--- config.mk ---
export PLATFORM = sky130hd
export DESIGN_NAME = meas_setup
export DESIGN_NICKNAME = d
export VERILOG_FILES = /design/src/meas_setup_pkg.sv /design/src/meas_setup.sv
export VERILOG_INCLUDE_DIRS = /design/src
export SDC_FILE = /design/constraint.sdc
export NUM_CORES = 1
export LEC_CHECK = 0
export ABC_CLOCK_PERIOD_IN_PS = 5200
export BUFFER_PORTS_ARGS = -buffer_cell sky130_fd_sc_hd__buf_4
export CORE_MARGIN = 3
export CORE_UTILIZATION = 55
export CTS_BUF_LIST = sky130_fd_sc_hd__clkbuf_8
export DETAILED_ROUTE_END_ITERATION = 6
export PLACE_DENSITY = 0.89
export SLEW_MARGIN = 10
export SYNTH_ARGS = -nofsm -noshare
export SYNTH_HDL_FRONTEND = slang
export SYNTH_SLANG_ARGS = --single-unit
--- constraint.sdc ---
create_clock -name clk_in -period 5.2 [get_ports clk_in]
set_input_delay 0.26 -clock clk_in [delete_from_list [all_inputs] [get_ports clk_in]]
set_output_delay 0.26 -clock clk_in [all_outputs]
set_load 0.005 [all_outputs]
--- src/meas_setup_params.svh ---
// offsets, field positions, reset values and timing constants for the
// channel setup block; assumes inclusion by bare name.
`ifndef MEAS_SETUP_PARAMS_SVH
`define MEAS_SETUP_PARAMS_SVH
// ------------------------------------------------------------------
// register addresses on the serial register port
// ------------------------------------------------------------------
`define ADDR_CHAN_A      4'h1
`define ADDR_CHAN_B      4'h2
// ------------------------------------------------------------------
// field positions
// ------------------------------------------------------------------
`define VCAL_MSB         16
`define VCAL_LSB         14
`define PATH_MSB         13
`define PATH_LSB         9
`define GAIN_MSB         8
`define GAIN_LSB         7
`define OSF_BIT          6
`define OSR_BIT          5
`define CHOP_BIT         4
`define AVG_MSB          3
`define AVG_LSB          0
// ------------------------------------------------------------------
// reset values
// ------------------------------------------------------------------
`define CHAN_A_RESET     17'h003c0
`define CHAN_B_RESET     17'h018c0
// ------------------------------------------------------------------
// constants
// ------------------------------------------------------------------
`define CAL_FIXED        11'h60c
`define AVG_RAW          4'hf
`define AVG_MAX          4'ha
`define RATE_LO_KHZ      2048
`define RATE_HI_KHZ      4096
`define DEC_LO           8'h40
`define DEC_HI           8'h80
`define CHOP_LO          4'h4
`define CHOP_HI          4'h8
`define CHOP_OFF         4'h1
`define RAW_SHIFT_LO     5'h0e
`define RAW_SHIFT_HI     5'h11
`endif

--- src/meas_setup_pkg.sv ---
// types for the channel setup block; no assumptions on surroundings.
package meas_setup_pkg;
	typedef struct packed {
		logic [2:0] voltage_cal_select;
		logic       unity_gain_switch;
		logic       voltage_bus_switch;
		logic       low_ref_switch;
		logic       temp_path_switch;
		logic       shunt_path_switch;
		logic [1:0] amp_gain_field;
		logic       oversample_rate_bit;
		logic       decimation_ratio_bit;
		logic       chop_ratio_bit;
		logic [3:0] averaging_code;
	} chan_setup_s;

	typedef struct packed {
		logic [10:0] cal_const;
		logic [6:0]  gain;
		logic [7:0]  decim_ratio;
		logic [3:0]  chop_ratio;
		logic        fast_rate;
		logic [10:0] avg_count;
		logic        raw_mode;
		logic        test_code;
		logic        bad_path;
		logic [4:0]  raw_shift;
	} conv_setup_s;

	typedef struct packed {
		chan_setup_s chan_a_q;
		chan_setup_s chan_b_q;
		conv_setup_s active_q;
	} setup_state_s;
endpackage

--- src/meas_setup.sv ---
// channel a/b setup registers and decode for the conversion logic.
// assumes a serial front end delivering decoded 17-bit writes and
// a converter that pulses conv_start_in on the device clock.
`timescale 1ns/1ns
`include "meas_setup_params.svh"
module meas_setup (
	input  wire logic                       clk_in,
	input  wire logic                       rstn_in,
	input  wire logic                       wr_en_in,
	input  wire logic [3:0]                 wr_addr_in,
	input  wire logic [16:0]                wr_data_in,
	input  wire logic [3:0]                 rd_addr_in,
	output logic [16:0]                     rd_data_out,
	input  wire logic                       conv_start_in,
	input  wire logic                       chan_b_sel_in,
	input  wire logic                       chop_en_in,
	input  wire logic                       dechop_en_in,
	input  wire logic [109:0]               cal_table_in,
	output meas_setup_pkg::chan_setup_s     path_out,
	output meas_setup_pkg::conv_setup_s     conv_out
);
	import meas_setup_pkg::*;

	// ------------------------------------------------------------------
	// state
	// ------------------------------------------------------------------
	setup_state_s s_q;
	setup_state_s s_d;
	chan_setup_s  sel;
	conv_setup_s  dec;
	logic [4:0]   path;

	// constants packed high to low: current 0..3, then voltage 0..5
	function automatic logic [10:0] cal_word(input logic [3:0] idx);
		logic [6:0] lo;
		lo = 7'(11 * (9 - idx));
		return cal_table_in[lo +: 11];
	endfunction

	// ------------------------------------------------------------------
	// decode of the selected channel
	// ------------------------------------------------------------------
	always_comb
	begin
		sel = chan_b_sel_in ? s_q.chan_b_q : s_q.chan_a_q;
		path = {sel.unity_gain_switch, sel.voltage_bus_switch,
			sel.low_ref_switch, sel.temp_path_switch,
			sel.shunt_path_switch};
		dec = '0;
		if (sel.shunt_path_switch)
			dec.cal_const = cal_word({2'b00, sel.amp_gain_field});
		else if (sel.voltage_cal_select > 3'h5)
			dec.cal_const = `CAL_FIXED;
		else
			dec.cal_const = cal_word(4'(sel.voltage_cal_select) + 4'h4);
		unique case (sel.amp_gain_field)
			2'h0: dec.gain = 7'h06;
			2'h1: dec.gain = 7'h18;
			2'h2: dec.gain = 7'h32;
			2'h3: dec.gain = 7'h64;
		endcase
		if (sel.unity_gain_switch)
			dec.gain = 7'h01;
		dec.fast_rate = sel.oversample_rate_bit;
		dec.decim_ratio = sel.decimation_ratio_bit ? `DEC_HI : `DEC_LO;
		// with both chop stages off the ratio bit has no meaning
		if (!chop_en_in && !dechop_en_in)
			dec.chop_ratio = `CHOP_OFF;
		else
			dec.chop_ratio = sel.chop_ratio_bit ? `CHOP_HI : `CHOP_LO;
		dec.raw_mode = (sel.averaging_code == `AVG_RAW);
		dec.test_code = !dec.raw_mode && sel.averaging_code > `AVG_MAX;
		// reserved codes fall back to one sample rather than overflow
		if (sel.averaging_code <= `AVG_MAX)
			dec.avg_count = 11'h001 << sel.averaging_code;
		else
			dec.avg_count = 11'h001;
		dec.raw_shift = sel.decimation_ratio_bit ? `RAW_SHIFT_HI
			: `RAW_SHIFT_LO;
		unique case (path)
			5'h01, 5'h08, 5'h0a, 5'h0c, 5'h10, 5'h12, 5'h14:
				dec.bad_path = 1'b0;
			default: dec.bad_path = 1'b1;
		endcase
	end

	// ------------------------------------------------------------------
	// next state
	// ------------------------------------------------------------------
	always_comb
	begin
		s_d = s_q;
		if (wr_en_in && wr_addr_in == `ADDR_CHAN_A)
			s_d.chan_a_q = chan_setup_s'(wr_data_in);
		if (wr_en_in && wr_addr_in == `ADDR_CHAN_B)
			s_d.chan_b_q = chan_setup_s'(wr_data_in);
		if (conv_start_in)
			s_d.active_q = dec;
	end

	always_ff @(posedge clk_in or negedge rstn_in)
	begin
		if (!rstn_in)
		begin
			s_q.chan_a_q <= chan_setup_s'(`CHAN_A_RESET);
			s_q.chan_b_q <= chan_setup_s'(`CHAN_B_RESET);
			s_q.active_q <= '0;
		end
		else
			s_q <= s_d;
	end

	always_comb
	begin
		unique case (rd_addr_in)
			`ADDR_CHAN_A: rd_data_out = 17'(s_q.chan_a_q);
			`ADDR_CHAN_B: rd_data_out = 17'(s_q.chan_b_q);
			default:      rd_data_out = 17'h00000;
		endcase
	end

	assign path_out = chan_b_sel_in ? s_q.chan_b_q : s_q.chan_a_q;
	assign conv_out = s_q.active_q;
endmodule

# == Word level (Yosys, flattened, before mapping) ==
# Cells that the tools add are included.
# classes
n_addsub,3
multipliers,2
div_mod_pow,0
n_lt_le_gt_ge,3
eq_ne,15
n_shift,3
n_mux,12
n_bitwise,0
reduce_logical,9
# op_table
cell,n
$shiftx 110x8->11,2
$pmux 17 s2,1
$mux 11,3
$pmux 7 s4,1
$mux 17,1
$eq 5x4->1 const B,3
$eq 5x5->1 const B,3
$mul 5x5->7 const A,2
$shl 1x4->11 const A,1
$eq 4x1->1 const B,2
$eq 4x2->1 const B,2
$mux 4,2
$mux 8,1
$mux 7,1
$reduce_or 7->1,1
$eq 5x1->1 const B,1
$mux 5,1
$sub 4x2->5 const A,1
$sub 4x4->5 const A,1
$add 3x3->4 const B,1
$eq 2x2->1 const B,2
$eq 4x4->1 const B,1
$gt 4x4->1 const B,1
$le 4x4->1 const B,1
other kinds (6),11
# totals
reg_bits,84
latch_bits,0
ramBits,0
mem_bits_ro,0
inputBits,142
output_inout_bits,84
wordCells,79
n_memories,0

# == Logic depth before layout (Yosys ltp) ==
# Gate-level depths: netlist of the first run.
# logic_depth
word_depth,7
depth_mapped,20

# == Least setup slack after synthesis of the first run ==
# OpenSTA, ideal clock, no wires.
# synth_path
kind,input-to-reg
start,in chan_b_sel_in
end,"reg s_q, in the netlist conv_out[46]"
setup_ns,0.066
arrival_ns,4.428
required_time_ns,5.134
setup_slack_ns,0.706
path_stages,15
n_path_buf,4
cell_sequence,buf_6 buf_1 mux2i_1 inv_1 fa_1 ha_1 inv_1 fa_1 clkbuf_1 clkbuf_1 nand2_1 or4b_2 o311a_1 nor4_1 a221o_1
# synth_rtl
element,line,source
"start, declared",meas_setup.sv:15,"input wire logic chan_b_sel_in,"
"end, declared",meas_setup.sv:27,setup_state_s s_q;

# == Final worst setup path of the first run ==
# layout_path
start,reg s_q[65] in the netlist's numbering
end,"reg s_q, in the netlist conv_out[43]"
# layout_via
elab_chain_len,7
# layout_lines
element,line,source
$mux 17 *,meas_setup.sv:45,sel = chan_b_sel_in ? s_q.chan_b_q : s_q.chan_a_q;
$add 3x3->4,meas_setup.sv:55,dec.cal_const = cal_word(4'(sel.voltage_cal_select) + 4'h4);
$sub 4x4->5,meas_setup.sv:36,lo = 7'(11 * (9 - idx));
$mul 5x5->7,meas_setup.sv:36,
$shiftx 110x8->11,meas_setup.sv:37,return cal_table_in[lo +: 11];
$mux 11 *,meas_setup.sv:52,else if (sel.voltage_cal_select > 3'h5)
$mux 11 *,meas_setup.sv:50,if (sel.shunt_path_switch)
# Mark *: on every way between the ends. The rest lies on a longest branch, timed or not.
# A chain may end at the register's enable or synchronous reset.

==> impl_metrics.toml, run 1 <==
[critical_path]
worst-path-buf-inv = 3
path_cells = "mux2i_1 > inv_1 > fa_1 > ha_1 > inv_1 > fa_1 > and2_0 > buf_4 > nand3_1 > nand3_1 > a2111oi_0 > nor4_1 > a221o_1"
end_kind = "flip-flop"
crit_required_ns = 5.51
cp_top_family = "adder cells"
critical-path-max-stage-delay_ns = 1.07
critPathSlowestCell = "fa_1"
crit_arrival_ns = 5.13
worstSetupStartpointType = "flip-flop"
crit_type = "flip-flop to flip-flop"
cp_max_fo = 21

[synthesis]
synth.distinct_cells = 74
synth-edff-count = 0
ys.flop_type = "dfrtp_1"
synth_cells = 1170
synth_area_sq_um = 11720
yosysWarnings = 0
synth-seq-cells = 72
synth-async-reset-ratio_pct = 100.0
avgSynthCellArea_sq_um = 10.01
netlist.area_leader.share_pct = 29.99
synth.top_cells.by_count = "nand2_1 (169), mux4_2 (156), mux2i_1 (100)"
synthTopCellsByArea = "mux4_2 (30%), dfrtp_1 (14%), mux2i_1 (8.5%)"
synth-seq-area-share_pct = 15.46
yosysMostFrequentCell = "nand2_1"
synth_top_area_cell = "mux4_2"

[clock_tree]
h-tree-depth = 3
clk_pin_slew_worst_paths_ns = 0.09
cts.path.max_buffers = 2
cts_hold_buf = 0
numCtsBuffers = 9
postCtsSetupRepairBufs = 0
cts_tree = "done"
cts_resized = 0
cts_sinks = 72
clk_latency_ns = 0.37
root_buffer = "clkbuf_8"

[global_routing]
grt_overflow = 0
grt_pass1_vias = 11340
grt_pass1_wl_um = 69220
gr-usage-all-layers_pct = 37.71
grt_max_degree = 99
antenna_found_initial = 0

[timing]
rsz0062_at_grt = "false"
hold_violations = 0
timing.final.max_slew_violations = 0
min_period_ns = 4.816
fin_tns_setup_ns = 0
worstMarginPinSlew_ns = 1.181
fin_crit_sh_pct = 92.61
relSlewSlack_pct = 20.71
setup_viol = 0
fmax_ghz = 0.2077
clock_skew_ns = 0.01598

[power_and_ir_drop]
combPwrFrac_pct = 82.1
clkPwrFrac_pct = 6.1
ir_drop_v = 0.0002894
powerDensity_nw_per_um2 = 539.8
leakagePower_nw = 5.571
p_seq_share_pct = 11.8
p_sw_mw = 3.829
p_int_mw = 3.374
netSwitchingFraction_pct = 53.16

[die]
core-area_sq_um = 20560
die_w_um = 152.0
initial_core_util_pct = 56.99
io_pins = 226
chipHeight_um = 152.0
die-area_sq_um = 23090
rows = 52

[layout]
postLayoutCoreUtil_pct = 64.90
nets = 1449
drive_gt1_share_pct = 39.47
num_antenna_cells = 0
n_fill_cell = 1647
area_growth_pct = 13.89

[route]
drt_iter0_markers = 1908
vias_per_cell = 7.528
drc = 0
ant_nets = 0
vias = 11760
wl_per_cell_um = 28.76
dr.pass1.iters = 7
postRouteWirelength_um = 44920

[placement]
dp_hpwl_um = 34620
gp_congestion = 1.079
io_buffers = 218

[hold_path]
hold_class = "primary input to async pin"

[status]
outcome = "completed"

[flow_run]
cap_viol_max_count = 0
power by group through the flow:
stage	Combinational, mW	Sequential, mW	Clock (mW)
finish	5.91	0.851	0.440
global route	6.23	0.859	0.466
detailed placement	5.70	0.853	0
floorplan	4.09	0.793	0
global placement	5.67	0.841	0
CTS	5.72	0.843	0.439
final timing paths:
check,slack (ns),depth (start not counted),startpoint,endpoint
max,0.38,13,s_q[65],conv_out[43]
min,0.02,1,rstn_in,conv_out[19]
max reg2reg,0.38,13,s_q[65],conv_out[43]
min reg2reg,0.49,1,conv_out[23],conv_out[23]
max in group asynchronous,4.57,1,rstn_in,conv_out[7]
min in group clk_in,0.08,2,chop_en_in,conv_out[20]
final cells by class:
| type | count | area (sq um) | area share, % |
|---|---|---|---|
| sequential | 72 | 1812 | 13.58 |
| inverter | 29 | 113.9 | 0.8533 |
| timing repair buffer | 256 | 1947 | 14.59 |
| tap | 270 | 337.8 | 2.532 |
| clock inverter | 5 | 38.79 | 0.2907 |
| multi-input combinational | 919 | 8944 | 67.02 |
| clock buffer | 11 | 151.4 | 1.135 |
routing by layer:
metal / track usage, % / part of all wire, % / vias up
li1: - / - / 4813
met1: 49.85 / 35 / 5607
met2: 58.21 / 45 / 1135
met3: 9.926 / 14 / 204
met4: 18.02 / 6.3 / 0
met5: 0 / 0 / -
cell families (layout without fill, tap and decap cells):
group                    after synthesis  after routing  share of synthesized area, %
AND/OR/NAND/NOR                      341            341                         13.08
multiplexers                         321            321                         45.61
AO/OA/AOI/OAI                        220            220                         13.68
buffers and inverters                185            301                         8.896
flip-flops                            72             72                         15.46
adder cells (fa/ha/maj)               20             20                         2.264
XOR/XNOR                              10             10                        0.9719
other                                  1              7                       0.03201
flip-flops by register name, summed over array words and instances (netlist names):
name      flops
conv_out     38
s_q          34
cells in the final DEF, fill, tap and decap left out, types with 11 or more instances in the layout:
master / synthesis / layout
nand3_1: 56 / 56
a32oi_1: 11 / 11
dfrtp_1: 64 / 64
mux4_2: 156 / 156
nor3_1: 17 / 17
nor2_1: 42 / 42
a31oi_1: 24 / 24
mux2_2: 58 / 58
a21oi_1: 33 / 33
clkbuf_8: 0 / 11
a22o_1: 19 / 19
o22ai_1: 12 / 12
ha_1: 18 / 16
inv_1: 21 / 21
mux2i_1: 100 / 99
buf_4: 67 / 254
nand2_1: 169 / 169
o21ai_0: 20 / 20
metrics by stage:
step	hold WS, ns	cells	area, sq um	total power, mW	setup slack [ns]
finish	0.01840	1562	13340	7.203	0.3843
global route	0.07597	1562	13340	7.550	0.1558
CTS	0.05212	1562	13340	7.001	0.5161
detailed placement	0.4406	1546	13150	6.557	0.4138
global placement	0.4369	1546	13150	6.515	0.5861
floorplan	-0.03559	1176	11740	4.880	0.7056
Power figures use the tool's default switching activity.
==> run 2, diff against run 1 <==
MAX_ROUTING_LAYER = met4   (was not set)
==> run 2 against run 1 <==
The flow now finishes with violations (DRC). Fmax grew 0.94%. Worst setup slack gained 0.045 ns. Final cell count grew 0.51%. Design area grew 0.89%. Non-clock buffer count grew 8. Clock-buffer cell count shrank 2. Die area is the same. Sequential power shrank 1%. Via count grew 0.31%.
==> impl_metrics.toml, run 2 (same netlist as run 1, synthesis figures left out) <==
[clock_tree]
cts_sinks = 72
clk_pin_slew_worst_paths_ns = 0.09
cts.path.max_buffers = 2
h-tree-depth = 3
cts_hold_buf = 0
numCtsBuffers = 9
root_buffer = "clkbuf_8"
cts_resized = 0
postCtsSetupRepairBufs = 0
cts_tree = "done"
clk_latency_ns = 0.37

[power_and_ir_drop]
clkPwrFrac_pct = 7.6
p_int_mw = 3.537
p_seq_share_pct = 11.4
combPwrFrac_pct = 81.1
leakagePower_nw = 5.639
powerDensity_nw_per_um2 = 550.7
p_sw_mw = 3.877
ir_drop_v = 0.0002683
netSwitchingFraction_pct = 52.30

[layout]
nets = 1457
area_growth_pct = 14.91
final_cell_mix = "buf_4 (262), nand2_1 (169), mux4_2 (156)"
mostFrequentLayoutCell = "buf_4"
num_antenna_cells = 0
register_area_sq_um = 1812
drive_gt1_share_pct = 39.85
largest_reg_flops = 38
final_cells = 1570
n_fill_cell = 1640
multi_input_area_sq_um = 8944

[route]
vias_per_cell = 7.513
ant_nets = 0
drt_iter0_markers = 1843
postRouteWirelength_um = 46060
vias = 11800
dr.pass1.iters = 7
drc = 6
wl_per_cell_um = 29.34

[critical_path]
end_kind = "flip-flop"
cp_max_fo = 19
cp_top_family = "adder cells"
worstSetupStartpointType = "flip-flop"
crit_required_ns = 5.50
crit_arrival_ns = 5.07
crit_type = "flip-flop to flip-flop"
critical-path-max-stage-delay_ns = 1.04
path_cells = "mux2i_1 > inv_1 > fa_1 > ha_1 > inv_1 > fa_1 > nor2b_1 > nand2_1 > a21oi_1 > a311oi_1 > a2111oi_0 > o21bai_1"
worst-path-buf-inv = 2
critPathSlowestCell = "fa_1"

[hold_path]
hold_class = "primary input to async pin"

[timing]
fin_ws_ns = 0.4289
setup_viol = 0
min_period_ns = 4.771
rsz0062_at_grt = "false"
fmax_ghz = 0.2096
relSlewSlack_pct = 26.08
worstMarginPinSlew_ns = 1.109
timing.final.max_slew_violations = 0
clock_skew_ns = 0.01740
hold_violations = 0
fin_tns_setup_ns = 0
fin_crit_sh_pct = 91.75

[placement]
place_inst = 1554
dp_hpwl_um = 35820
post-place-ws_ns = 0.5116
io_buffers = 218
gp_congestion = 1.140

[global_routing]
gr-usage-all-layers_pct = 39.81
grt_overflow = 0
grt_max_degree = 81
antenna_found_initial = 0
grt_pass1_wl_um = 70640
grt_pass1_vias = 11440

[status]
violations = "DRC"
outcome = "complete, but fails checks"

[die]
io_pins = 226
rows = 52
core-area_sq_um = 20560
die-area_sq_um = 23090
die_w_um = 152.0
initial_core_util_pct = 56.99
chipHeight_um = 152.0

[flow_run]
cap_viol_max_count = 0
## run 2: changes by cell type in the layout (fill, tap and decap cells not counted)
cell and change:
buf_4 +8, clkinv_2 -1, clkbuf_8 -2, bufinv_16 +3
clkinvlp_4 -1, clkinv_4 +1
## run 2: per-stage QoR
stage / power [mW] / area, sq um / util (%) / hold slack (ns)
4_1_cts: 7.218 / 13460 / 65.48 / 0.05528
2_1_floorplan: 4.880 / 11740 / - / -0.03559
5_1_grt: 7.747 / 13460 / 65.48 / 0.08304
3_5_place_dp: 6.642 / 13210 / 64.27 / 0.4478
6_report: 7.414 / 13460 / 65.48 / 0.01731
3_3_place_gp: 6.659 / 13210 / 64.27 / 0.4360
## run 2: worst paths after layout
check | start | end | slack, ns | cells after the start
max in group asynchronous | rstn_in | conv_out[40] | 4.57 | 1
worst max-delay path | s_q[65] | conv_out[44] | 0.43 | 12
min in group clk_in | dechop_en_in | conv_out[20] | 0.09 | 2
worst max register to register | s_q[65] | conv_out[44] | 0.43 | 12
worst min-delay path | rstn_in | s_q[72] | 0.02 | 1
worst min register to register | conv_out[5] | conv_out[5] | 0.49 | 1
## run 2: power by group through the flow
stage	logic [mW]	registers [mW]	clock network [mW]
2_1_floorplan	4.09	0.793	0
3_3_place_gp	5.82	0.834	0
3_5_place_dp	5.80	0.845	0
4_1_cts	5.82	0.836	0.561
5_1_grt	6.30	0.856	0.588
6_report	6.01	0.842	0.562
## run 2: metal layers
layer  GRT usage [%]  routed length, um
met5               -                  0
met4           17.34               2805
met3           8.618               6043
met2           60.37              20830
met1           51.98              16390
## run 2: layout make-up
type | instances | area share (%)
clock buffers | 9 | 0.9201
clock inverters | 7 | 0.9294
inverters | 29 | 0.8457
multi-input cells | 919 | 66.43
flip-flops and latches | 72 | 13.46
well taps | 270 | 2.509
repair buffers | 264 | 14.91
==> run 3, diff against run 2 <==
CTS_BUF_LIST = sky130_fd_sc_hd__clkbuf_4   (was sky130_fd_sc_hd__clkbuf_8)
PLACE_DENSITY = 0.79   (was 0.89)
==> run 3 against run 2 <==
The run still ends with DRC left. Combinational power is 0.7% lower. Highest routed layer unchanged. Via count is essentially flat. Fmax is 1.2% higher.
==> impl_metrics.toml, run 3 (same netlist as run 1, synthesis figures left out) <==
[critical_path]
crit_type = "flip-flop to flip-flop"
r2r-end = "conv_out[46]"
worstSetupStartpointType = "flip-flop"
cp_top_family = "adder cells"
path_cells = "mux2i_1 > inv_1 > fa_1 > ha_1 > inv_1 > fa_1 > buf_4 > nand2b_1 > nor3_1 > or4_1 > o311a_1 > nor4_1 > a221o_1"
critPathSlowestCell = "fa_1"
cp_max_fo = 14
rr_worst_depth = 13
r2r_slack_ns = 0.48
crit_required_ns = 5.60
end_kind = "flip-flop"
critical-path-max-stage-delay_ns = 0.65
worst-path-buf-inv = 3
crit_arrival_ns = 5.11
rr_startpoint = "s_q[65]"

[hold_path]
hold_class = "primary input to flip-flop"
hold_path_end = "s_q[78]"
hold_depth = 2
min-delay-start = "wr_data_in[11]"

[global_routing]
antenna_found_initial = 1
grt_pass1_vias = 11350
gr-usage-all-layers_pct = 39.75
grt_pass1_wl_um = 69860
grt_max_degree = 99
grt_overflow = 0

[route]
drt_iter0_markers = 1775
vias = 11800
vias_per_cell = 7.466
postRouteWirelength_um = 46700
wl_per_cell_um = 29.56
drc = 10
ant_nets = 0
dr.pass1.iters = 7

[power_and_ir_drop]
leakagePower_nw = 5.624
powerDensity_nw_per_um2 = 533.7
clkPwrFrac_pct = 5.1
ir_drop_v = 0.0003105
combPwrFrac_pct = 83.2
netSwitchingFraction_pct = 53.96
p_sw_mw = 3.869
p_seq_share_pct = 11.7
p_int_mw = 3.301

[layout]
area_growth_pct = 14.67
mostFrequentLayoutCell = "buf_4"
final_cell_mix = "buf_4 (262), nand2_1 (169), mux4_2 (156)"
drive_gt1_share_pct = 39.50
largest_reg_flops = 38
nets = 1466

[die]
chipHeight_um = 152.0
core-area_sq_um = 20560
rows = 52
die_w_um = 152.0
io_pins = 226
initial_core_util_pct = 56.99
die-area_sq_um = 23090

[placement]
dp_hpwl_um = 35680
gp_congestion = 1.098
io_buffers = 218

[clock_tree]
cts_sinks = 72
cts_tree = "done"
h-tree-depth = 3
postCtsSetupRepairBufs = 0
clk_latency_ns = 0.45
cts.path.max_buffers = 2
clk_pin_slew_worst_paths_ns = 0.16
root_buffer = "clkbuf_4"
cts_resized = 0
numCtsBuffers = 9

[timing]
min_period_ns = 4.715
relSlewSlack_pct = 35.14
setup_viol = 0
timing.final.max_slew_violations = 0
fin_tns_setup_ns = 0
rsz0062_at_grt = "false"
clock_skew_ns = 0.02325
fin_crit_sh_pct = 90.68
hold_violations = 0
fmax_ghz = 0.2121
holdWs_ns = 0.05300
worstMarginPinSlew_ns = 0.9660

[flow_run]
cap_viol_max_count = 0

[status]
violations = "DRC"
outcome = "complete, but fails checks"
-- run 3: repair_timing --
item,4_1_cts,5_1_grt
hold buffers,3,7
endpoints found under the setup margin,0,0
hold endpoints to repair,65,8
-- run 3: cell type report --
type,count,area [sq um]
Multi-Input combinational cell,919,8944
Fill cell,1682,7124
Tap cell,270,337.8
Clock inverter,7,71.32
Timing Repair Buffer,273,2087
Inverter,29,113.9
Clock buffer,9,67.56
Antenna cell,1,2.502
Sequential cell,72,1812
-- run 3: worst max-delay path by stage --
stage | start | to | slack (ns) | cells past startpoint
after detailed placement | chan_b_sel_in | conv_out[46] | 0.44 | 14
after floorplan | chan_b_sel_in | conv_out[46] | 0.71 | 15
after global routing | s_q[65] | conv_out[43] | 0.28 | 14
final | s_q[65] | conv_out[46] | 0.48 | 13
after global placement | chan_b_sel_in | conv_out[43] | 0.56 | 12
after CTS | s_q[65] | conv_out[46] | 0.47 | 13
-- run 3: power groups by stage --
stage	Combinational [mW]	Sequential, mW	Clock [mW]
after global routing	6.26	0.847	0.401
after global placement	5.77	0.829	0
after detailed placement	5.77	0.839	0
after floorplan	4.09	0.793	0
after CTS	5.79	0.829	0.368
final	5.97	0.836	0.365
-- run 3: routing by layer --
| layer | up-vias | GRT usage, % | part of all wire (%) |
|---|---|---|---|
| met5 | - | - | 0 |
| met4 | 0 | 17.08 | 5.5 |
| met3 | 175 | 8.305 | 12 |
| met2 | 1012 | 60.18 | 46 |
| met1 | 5749 | 52.26 | 36 |
| li1 | 4861 | - | - |
-- run 3: metrics by stage --
stage / power [mW] / cell area (sq um) / setup WS [ns] / util, % / cells
6_report: 7.170 / 13440 / 0.4847 / 65.35 / 1580
2_1_floorplan: 4.880 / 11740 / 0.7056 / - / 1176
3_5_place_dp: 6.609 / 13190 / 0.4413 / 64.17 / 1553
4_1_cts: 6.986 / 13360 / 0.4658 / 65.00 / 1572
5_1_grt: 7.509 / 13440 / 0.2761 / 65.35 / 1580
3_3_place_gp: 6.598 / 13190 / 0.5577 / 64.17 / 1553
